### src/rtl/dcf_pkg.sv
// shared constants for the dual-clock fifo control block
package dcf_pkg;

    localparam int DATA_W = 18;
    localparam int AW     = 8;
    localparam int CNT_W  = AW + 1;
    localparam int OFS_W  = 12;

    localparam logic [CNT_W-1:0] DEPTH      = 9'h100;
    localparam logic [CNT_W-1:0] HALF_DEPTH = 9'h080;
    localparam logic [CNT_W-1:0] CNT_ZERO   = 9'h000;
    localparam logic [AW-1:0]    ADDR_FIRST = 8'h00;
    localparam logic [AW-1:0]    ADDR_LAST  = 8'hFF;

    // default offset for the 256-word depth; 512 words use 63, larger 127
    localparam logic [OFS_W-1:0]  OFS_DEFAULT = 12'h01F;
    localparam logic [DATA_W-1:0] DOUT_RESET  = 18'h00000;
    localparam logic [5:0]        OFS_PAD     = 6'h00;

    // offset register selector
    localparam logic SEL_EMPTY_OFS = 1'b0;
    localparam logic SEL_FULL_OFS  = 1'b1;

endpackage

### src/rtl/dcf_mem.sv
// word storage with registered read data
module dcf_mem (
    input  wire logic                      clk_i,
    input  wire logic                      rst_i,
    input  wire logic                      wr_en_i,
    input  wire logic [dcf_pkg::AW-1:0]    wr_addr_i,
    input  wire logic [dcf_pkg::DATA_W-1:0] wr_data_i,
    input  wire logic [dcf_pkg::AW-1:0]    rd_addr_i,
    output logic      [dcf_pkg::DATA_W-1:0] rd_data_o
);

    logic [dcf_pkg::DATA_W-1:0] mem [2**dcf_pkg::AW];

    always_ff @(posedge clk_i)
    begin
        if (wr_en_i)
        begin
            mem[wr_addr_i] <= wr_data_i;
        end
    end

    always_ff @(posedge clk_i or posedge rst_i)
    begin
        if (rst_i)
        begin
            rd_data_o <= dcf_pkg::DOUT_RESET;
        end
        else
        begin
            rd_data_o <= mem[rd_addr_i];
        end
    end

endmodule

### src/rtl/dcf_fifo_ctrl.sv
// dual-clock fifo control: pointers, flags, offset registers, chain tokens

module dcf_fifo_ctrl (
    input  wire logic                        clk_i,
    input  wire logic                        rst_i,
    input  wire logic                        write_clk_i,
    input  wire logic                        write_enable_n_i,
    input  wire logic [dcf_pkg::DATA_W-1:0]  data_in_i,
    input  wire logic                        read_clk_i,
    input  wire logic                        read_enable_n_i,
    input  wire logic                        output_enable_n_i,
    input  wire logic                        load_n_i,
    input  wire logic                        first_load_sel_i,
    input  wire logic                        write_chain_in_n_i,
    input  wire logic                        read_chain_in_n_i,
    output logic      [dcf_pkg::DATA_W-1:0]  data_out_o,
    output logic                             data_out_oe_o,
    output logic                             full_flag_n_o,
    output logic                             empty_flag_n_o,
    output logic                             half_full_flag_n_o,
    output logic                             almost_full_flag_n_o,
    output logic                             almost_empty_flag_n_o,
    output logic                             write_chain_out_n_o,
    output logic                             read_chain_out_n_o
);

    // ----------------------------------------------------------------
    // clock edge detection
    // ----------------------------------------------------------------
    // both port clocks are sampled on clk_i and act only on a rising edge, so a clock held high does nothing more
    logic wclk_reg;
    logic wclk_next;
    logic rclk_reg;
    logic rclk_next;
    logic wr_edge;
    logic rd_edge;

    always_comb
    begin
        wclk_next = write_clk_i;
        rclk_next = read_clk_i;
    end

    always_ff @(posedge clk_i or posedge rst_i)
    begin
        if (rst_i)
        begin
            wclk_reg <= 1'b0;
            rclk_reg <= 1'b0;
        end
        else
        begin
            wclk_reg <= wclk_next;
            rclk_reg <= rclk_next;
        end
    end

    assign wr_edge = write_clk_i & ~wclk_reg;
    assign rd_edge = read_clk_i & ~rclk_reg;

    // ----------------------------------------------------------------
    // pointers, count and chain tokens
    // ----------------------------------------------------------------
    logic [dcf_pkg::CNT_W-1:0] wptr_reg;
    logic [dcf_pkg::CNT_W-1:0] wptr_next;
    logic [dcf_pkg::CNT_W-1:0] rptr_reg;
    logic [dcf_pkg::CNT_W-1:0] rptr_next;
    logic [dcf_pkg::CNT_W-1:0] count;
    logic [dcf_pkg::CNT_W-1:0] count_new;
    logic                      wtok_reg;
    logic                      wtok_next;
    logic                      rtok_reg;
    logic                      rtok_next;
    logic                      init_reg;
    logic                      init_next;
    logic                      wr_fire;
    logic                      rd_fire;
    logic                      full_n_reg;
    logic                      empty_n_reg;

    assign count   = wptr_reg - rptr_reg;
    assign wr_fire = wr_edge & ~write_enable_n_i & load_n_i & full_n_reg & wtok_reg;
    assign rd_fire = rd_edge & ~read_enable_n_i & load_n_i & empty_n_reg & rtok_reg;

    always_comb
    begin
        count_new = count;
        if (wr_fire & ~rd_fire)
        begin
            count_new = count + 9'h001;
        end
        else if (rd_fire & ~wr_fire)
        begin
            count_new = count - 9'h001;
        end
    end

    // extra pointer bit tells full from empty; low bits wrap naturally
    always_comb
    begin
        wptr_next = wptr_reg + {8'h00, wr_fire};
        rptr_next = rptr_reg + {8'h00, rd_fire};
        init_next = 1'b1;
        wtok_next = wtok_reg;
        rtok_next = rtok_reg;
        if (!init_reg)
        begin
            // strap caught on the first edge after reset release
            wtok_next = ~first_load_sel_i;
            rtok_next = ~first_load_sel_i;
        end
        else
        begin
            // a token arriving wins over passing ours on
            if (wr_fire && wptr_reg[dcf_pkg::AW-1:0] == dcf_pkg::ADDR_LAST)
            begin
                wtok_next = 1'b0;
            end
            if (!write_chain_in_n_i)
            begin
                wtok_next = 1'b1;
            end
            if (rd_fire && rptr_reg[dcf_pkg::AW-1:0] == dcf_pkg::ADDR_LAST)
            begin
                rtok_next = 1'b0;
            end
            if (!read_chain_in_n_i)
            begin
                rtok_next = 1'b1;
            end
        end
    end

    always_ff @(posedge clk_i or posedge rst_i)
    begin
        if (rst_i)
        begin
            wptr_reg <= dcf_pkg::CNT_ZERO;
            rptr_reg <= dcf_pkg::CNT_ZERO;
            init_reg <= 1'b0;
            wtok_reg <= 1'b0;
            rtok_reg <= 1'b0;
        end
        else
        begin
            wptr_reg <= wptr_next;
            rptr_reg <= rptr_next;
            init_reg <= init_next;
            wtok_reg <= wtok_next;
            rtok_reg <= rtok_next;
        end
    end

    // ----------------------------------------------------------------
    // storage
    // ----------------------------------------------------------------
    // prefetch at the read pointer; port clock edges are at least two cycles apart
    logic [dcf_pkg::DATA_W-1:0] mem_rdata;

    dcf_mem u_mem (
        .clk_i     (clk_i),
        .rst_i     (rst_i),
        .wr_en_i   (wr_fire),
        .wr_addr_i (wptr_reg[dcf_pkg::AW-1:0]),
        .wr_data_i (data_in_i),
        .rd_addr_i (rptr_reg[dcf_pkg::AW-1:0]),
        .rd_data_o (mem_rdata)
    );

    // ----------------------------------------------------------------
    // offset registers and output register
    // ----------------------------------------------------------------
    logic [dcf_pkg::OFS_W-1:0]  empty_threshold_offset_reg;
    logic [dcf_pkg::OFS_W-1:0]  empty_threshold_offset_next;
    logic [dcf_pkg::OFS_W-1:0]  full_threshold_offset_reg;
    logic [dcf_pkg::OFS_W-1:0]  full_threshold_offset_next;
    logic                       ofs_wsel_reg;
    logic                       ofs_wsel_next;
    logic                       ofs_rsel_reg;
    logic                       ofs_rsel_next;
    logic [dcf_pkg::DATA_W-1:0] dout_reg;
    logic [dcf_pkg::DATA_W-1:0] dout_next;
    logic                       ofs_wr;
    logic                       ofs_rd;

    // load low with the enable high blocks data and offset access; the port clock edge still refreshes the full or empty flag
    assign ofs_wr = wr_edge & ~load_n_i & ~write_enable_n_i;
    assign ofs_rd = rd_edge & ~load_n_i & ~read_enable_n_i;

    always_comb
    begin
        empty_threshold_offset_next = empty_threshold_offset_reg;
        full_threshold_offset_next  = full_threshold_offset_reg;
        ofs_wsel_next               = ofs_wsel_reg;
        ofs_rsel_next               = ofs_rsel_reg;
        dout_next                   = dout_reg;
        if (ofs_wr)
        begin
            if (ofs_wsel_reg == dcf_pkg::SEL_EMPTY_OFS)
            begin
                empty_threshold_offset_next = data_in_i[dcf_pkg::OFS_W-1:0];
            end
            else
            begin
                full_threshold_offset_next = data_in_i[dcf_pkg::OFS_W-1:0];
            end
            ofs_wsel_next = ~ofs_wsel_reg;
        end
        if (ofs_rd)
        begin
            if (ofs_rsel_reg == dcf_pkg::SEL_EMPTY_OFS)
            begin
                dout_next = {dcf_pkg::OFS_PAD, empty_threshold_offset_reg};
            end
            else
            begin
                dout_next = {dcf_pkg::OFS_PAD, full_threshold_offset_reg};
            end
            ofs_rsel_next = ~ofs_rsel_reg;
        end
        else if (rd_fire)
        begin
            dout_next = mem_rdata;
        end
    end

    always_ff @(posedge clk_i or posedge rst_i)
    begin
        if (rst_i)
        begin
            empty_threshold_offset_reg <= dcf_pkg::OFS_DEFAULT;
            full_threshold_offset_reg  <= dcf_pkg::OFS_DEFAULT;
            ofs_wsel_reg               <= dcf_pkg::SEL_EMPTY_OFS;
            ofs_rsel_reg               <= dcf_pkg::SEL_EMPTY_OFS;
            dout_reg                   <= dcf_pkg::DOUT_RESET;
        end
        else
        begin
            empty_threshold_offset_reg <= empty_threshold_offset_next;
            full_threshold_offset_reg  <= full_threshold_offset_next;
            ofs_wsel_reg               <= ofs_wsel_next;
            ofs_rsel_reg               <= ofs_rsel_next;
            dout_reg                   <= dout_next;
        end
    end

    // ----------------------------------------------------------------
    // status flags and chain pulses
    // ----------------------------------------------------------------
    logic        full_n_next;
    logic        empty_n_next;
    logic        half_n_reg;
    logic        half_n_next;
    logic        afull_n_reg;
    logic        afull_n_next;
    logic        aempty_n_reg;
    logic        aempty_n_next;
    logic        wxo_n_reg;
    logic        wxo_n_next;
    logic        rxo_n_reg;
    logic        rxo_n_next;
    logic [12:0] fill_plus_m;

    assign fill_plus_m = {4'h0, count} + {1'b0, full_threshold_offset_reg};

    always_comb
    begin
        full_n_next   = full_n_reg;
        empty_n_next  = empty_n_reg;
        if (wr_edge)
        begin
            full_n_next = (count_new != dcf_pkg::DEPTH);
        end
        if (rd_edge)
        begin
            empty_n_next = (count_new != dcf_pkg::CNT_ZERO);
        end
        half_n_next   = ~(count > dcf_pkg::HALF_DEPTH);
        afull_n_next  = ~(fill_plus_m >= {4'h0, dcf_pkg::DEPTH});
        aempty_n_next = ~({4'h0, count} <= {1'b0, empty_threshold_offset_reg});
        wxo_n_next    = ~(wr_fire && wptr_reg[dcf_pkg::AW-1:0] == dcf_pkg::ADDR_LAST);
        rxo_n_next    = ~(rd_fire && rptr_reg[dcf_pkg::AW-1:0] == dcf_pkg::ADDR_LAST);
    end

    always_ff @(posedge clk_i or posedge rst_i)
    begin
        if (rst_i)
        begin
            full_n_reg   <= 1'b1;
            empty_n_reg  <= 1'b0;
            half_n_reg   <= 1'b1;
            afull_n_reg  <= 1'b1;
            aempty_n_reg <= 1'b0;
            wxo_n_reg    <= 1'b1;
            rxo_n_reg    <= 1'b1;
        end
        else
        begin
            full_n_reg   <= full_n_next;
            empty_n_reg  <= empty_n_next;
            half_n_reg   <= half_n_next;
            afull_n_reg  <= afull_n_next;
            aempty_n_reg <= aempty_n_next;
            wxo_n_reg    <= wxo_n_next;
            rxo_n_reg    <= rxo_n_next;
        end
    end

    assign data_out_o            = dout_reg;
    assign data_out_oe_o         = ~output_enable_n_i;
    assign full_flag_n_o         = full_n_reg;
    assign empty_flag_n_o        = empty_n_reg;
    assign half_full_flag_n_o    = half_n_reg;
    assign almost_full_flag_n_o  = afull_n_reg;
    assign almost_empty_flag_n_o = aempty_n_reg;
    assign write_chain_out_n_o   = wxo_n_reg;
    assign read_chain_out_n_o    = rxo_n_reg;
endmodule

### config.mk
export PLATFORM = sky130hd
export DESIGN_NAME = dcf_fifo_ctrl
export DESIGN_NICKNAME = d
export VERILOG_FILES = /design/src/rtl/dcf_pkg.sv /design/src/rtl/dcf_mem.sv /design/src/rtl/dcf_fifo_ctrl.sv
export SDC_FILE = /design/constraint.sdc
export NUM_CORES = 2
export LEC_CHECK = 0
export BUFFER_PORTS_ARGS = -buffer_cell sky130_fd_sc_hd__buf_2
export CAP_MARGIN = 20
export CORE_ASPECT_RATIO = 0.7
export CORE_MARGIN = 5
export CORE_UTILIZATION = 50
export CTS_BUF_LIST = sky130_fd_sc_hd__clkbuf_4
export DETAILED_ROUTE_END_ITERATION = 8
export PLACE_DENSITY = 0.77
export SYNTH_ARGS = -nofsm -noshare
export SYNTH_HDL_FRONTEND = slang
export SYNTH_HIERARCHICAL = 1
export SYNTH_MEMORY_MAX_BITS = 65536
export SYNTH_SLANG_ARGS = --single-unit
### constraint.sdc
create_clock -name clk_i -period 4.55 [get_ports clk_i]
set_input_delay 0.455 -clock clk_i [delete_from_list [all_inputs] [get_ports clk_i]]
set_output_delay 0.455 -clock clk_i [all_outputs]
set_load 0.05 [all_outputs]
==> summary.md <==
| Metric | Value |
|---|---|
| Placement Cell Area | 0.194 sq mm |
| Gate Count Post-Synth | 8626 |
| Setup-failing EPs final | 1 |
| WL met1 | approximately 190 mm |
| Congestion Overflow GR | 0 |
| Clock share of power | 29.4% |
| Longest Clk Path Bufs | 4 |
| CP Launch Type | flip-flop |
| H-tree levels | 7 |
| Area share of the largest cell type after synthesis | 75.0% |
| Placed Cells | 13738 |
| Top reg by flops | u_mem/mem |
| Hold Fails Final Rpt | 0 |
| Area of the core | 0.367 sq mm |
| Non-Filler Instances | 15639 |
| Failing checks | slew limit, setup timing |
| Status | finished, violations left |
| Switching Fraction | 31.1% |
| Register share of total power | approximately 43% |
| Actual slew at the worst max-slew pin | 1.50 ns |
| Fillers | around 26000 |
| Top post-synthesis cells by area | edfxtp_1, mux4_2, mux2i_1 |
| Cells along the critical path | buf_12, buf_12, buf_12, mux2i_1, o221ai_1, a21oi_1, o31ai_1, o32ai_1, buf_4, a2111oi_1, buf_4 |
| Fin util | 56.6% |
| Routability cong. | 0.991 |
| Root Driver | clkbuf_4 |
| Die area | 0.381 sq mm |
| Syn_area_per_cell | 21.4 sq um |
| Post-synth net total | 8690 |
| Post-CTS setup buffer count | 0 |
| P_leak | around 0.068 uW |
| Max-Cap Viols | 0 |
| Worst EP arrival | 6.04 ns |
| Antenna violations before repair | 50 |
| Worst hold path class | primary input to flip-flop |
| GRT Total Usage | 27.1% |
| Routed met2 length | 217 mm |
| Syn Std Cell Area | ~0.18 sq mm |
| Cell mode on critical path | buf_12 |
| Multi-input gate area | 0.0403 sq mm |
| Register area share after synthesis | roughly three quarters |
| Power Dens Cells | about 540 mW/mm^2 |
| Max_slew headroom | -0.283% |
| Global-route wire length before repair | roughly 740 mm |
| Design area | 0.208 sq mm |
| Worst path slowest cell | o31ai_1 |
| Final Net Count | 10036 |
| Met3 wire len | 102 mm |
| Max Clock Freq | about 220 MHz |
| Num ports | between 50 and 60 |
| Starting Density | roughly half |
| Number of CTS-inserted buffers | 1061 |
| Rows | 186 |
| Clock Pin Slew Worst Setup and Hold Paths | 0.08 ns |
| Die extent in y | 518 um |
| Layout cells sized above 1 | roughly 33% |
| FF+latch count, synth | 4700 |
| Most used DFF post-synth | edfxtp_1 |
| Vias post-DR | 102473 |
| Drt wl/cell | 33.6 um |
| Worst hold slack | ~0.15 ns |
| FFs w/ async S/R, synth | just under 2% |
| Final period util | 102% |
| VDD IR max | 0.733 mV |
| Req. time, crit path | 5.96 ns |
| Die X | around 740 um |
| Crit-path max cell delay | roughly 1.0 ns |
| Reg area | 0.141 sq mm |
| DR iter-0 viols | 17398 |
| Area growth, synth to finish | 12.7% |
| Pre-CTS setup slack | ~0.17 ns |
| Routed vias/inst | roughly 6.6 |
| Yosys warnings | 6 |
| Post-DP HPWL | 321 mm |
| CP endpoint kind | flip-flop |
| Top Layer Used | met5 |
| Fin worst setup slack | -0.0806 ns |
| Logic pwr share | a little over a quarter |
| WS Path Type | flip-flop to flip-flop |
| Post-synth top area cell | edfxtp_1 |
| Crit Path Max Fanout | 45 |
| Largest register FFs | ~4600 |
| Slew Limit Fails | 13 |
| IO Port Bufs | 54 |
| Clk_skew | approximately 0.14 ns |
| Number of global-route vias before repair | 99926 |
| CTS tree | built |
| NetSw | 35000 uW |
| Largest net degree at the start of global routing | 168 |
| TritonCTS Sinks | 4700 |
| WL final | approximately 530 mm |
| Final min period | 4.63 ns |
| Pre-Repair DR Iteration Count | 9 |
| Post-synth EDFFs | about 4600 |
| DR DRC count | 0 |
| Skew-Pair Late Insertion Delay | 1.54 ns |
| ANT nets after route | 0 |
| Synth cell types | 101 |
| Internal power | 77600 uW |
## worst paths after layout
kind                              startpoint                             to  slack (ns)  depth (start not counted)
worst max-delay path             rptr_reg[0]             u_mem/rd_data_o[7]       -0.08                         11
min in group asynchronous              rst_i            u_mem/rd_data_o[17]        0.33                          4
max in group asynchronous              rst_i                    rptr_reg[6]        3.15                          5
worst max register to register   rptr_reg[0]             u_mem/rd_data_o[7]       -0.08                         11
worst min register to register   rptr_reg[8]                    rptr_reg[8]        0.49                          1
worst min-delay path            data_in_i[5]  empty_threshold_offset_reg[5]        0.15                          4
## timing repair
action | 4_1_cts | 5_1_grt
endpoints found under the hold margin | 4145 | 0
hold buffers | 50 | 0
gates resized for setup | 0 | 3
setup endpoints to repair | 0 | 2
## placed cells by master (no fill, tap or decap), types with 36 or more instances in the layout
master,Yosys,layout
edfxtp_1,4608,4608
clkbuf_4,7,1561
mux4_2,823,823
mux2i_1,617,617
buf_4,65,616
o221ai_1,244,244
nor2_2,3,226
a21oi_1,166,166
clkinv_1,1,161
o22ai_1,139,139
nand2_1,133,132
mux4_1,123,123
nor3_1,116,112
nor2_1,331,108
dfrtp_1,77,71
buf_12,26,65
o21ai_0,58,55
dlygate4sd3_1,3,48
nand3_1,54,45
a211oi_1,44,44
mux2_2,41,41
buf_2,79,38
and3_1,37,37
diode_2,0,36
inv_2,2,36
## power by group through the flow
stage / Clock [uW] / Combinational (uW) / Sequential, uW
after global routing: 36000 / 31800 / 48600
final: 33200 / 30900 / 48600
after CTS: 33600 / 30000 / 48500
after detailed placement: 0 / 29700 / 49500
after floorplan: 0 / 21100 / 49200
after global placement: 0 / 29300 / 49400
## cell families (layout without fill, tap and decap cells)
kind of cell             after synthesis  after routing  synth area share [%]
flip-flops                          4700           4700                  76.3
multiplexers                        1604           1604                  15.4
AO/OA/AOI/OAI                        870            870                  3.47
AND/OR/NAND/NOR                      848            848                  2.22
buffers and inverters                540           2629                  2.20
adder cells (fa/ha/maj)               35             35                 0.246
XOR/XNOR                              28             28                 0.149
other                                  1             37               0.00203
## through the flow
| stage | TNS, ns | power (uW) |
|---|---|---|
| global route | -0.00162 | 116000 |
| global placement | -0.0237 | 78700 |
| CTS | 0 | 112000 |
| detailed placement | 0 | 79200 |
| finish | -0.0806 | 113000 |
| floorplan | 0 | 70200 |
## synthesized netlist by cell type, drive strengths merged (15+ instances only)
cell type,count
edfxtp,4608
mux4,946
mux2i,617
nor2,334
buf,298
o221ai,249
clkbuf,208
a21oi,168
o22ai,139
nand2,134
nor3,117
dfrtp,77
o21ai,59
nand3,55
a211oi,46
mux2,41
nor4,40
and3,37
a22o,33
ha,33
a2111oi,31
inv,30
nand4,30
nor2b,22
o32ai,21
xnor2,21
a221oi,20
nand2b,19
dfstp,15
## layout make-up
type	count	share of cell area, %
Clock buffer	1560	5.64
Timing Repair Buffer	792	3.38
Antenna cell	36	0.0434
Tap cell	4888	2.94
Sequential cell	4700	67.7
Multi-Input combinational cell	3386	19.4
Clock inverter	246	0.793
Inverter	31	0.0650
## worst max-delay path, delay by kind of cell, from the launching register on
kind	cells	cell delay, ns
compound gates	5	2.26
buf+inv	5	1.42
flops	1	0.57
mux	1	0.16
## routing by layer
layer	up-vias	track usage [%]
li1	39940	-
met1	51977	37.9
met2	9256	35.9
met3	1266	14.3
met4	34	9.53
met5	-	0.890
No activity file was read; power rests on OpenSTA's default activity.
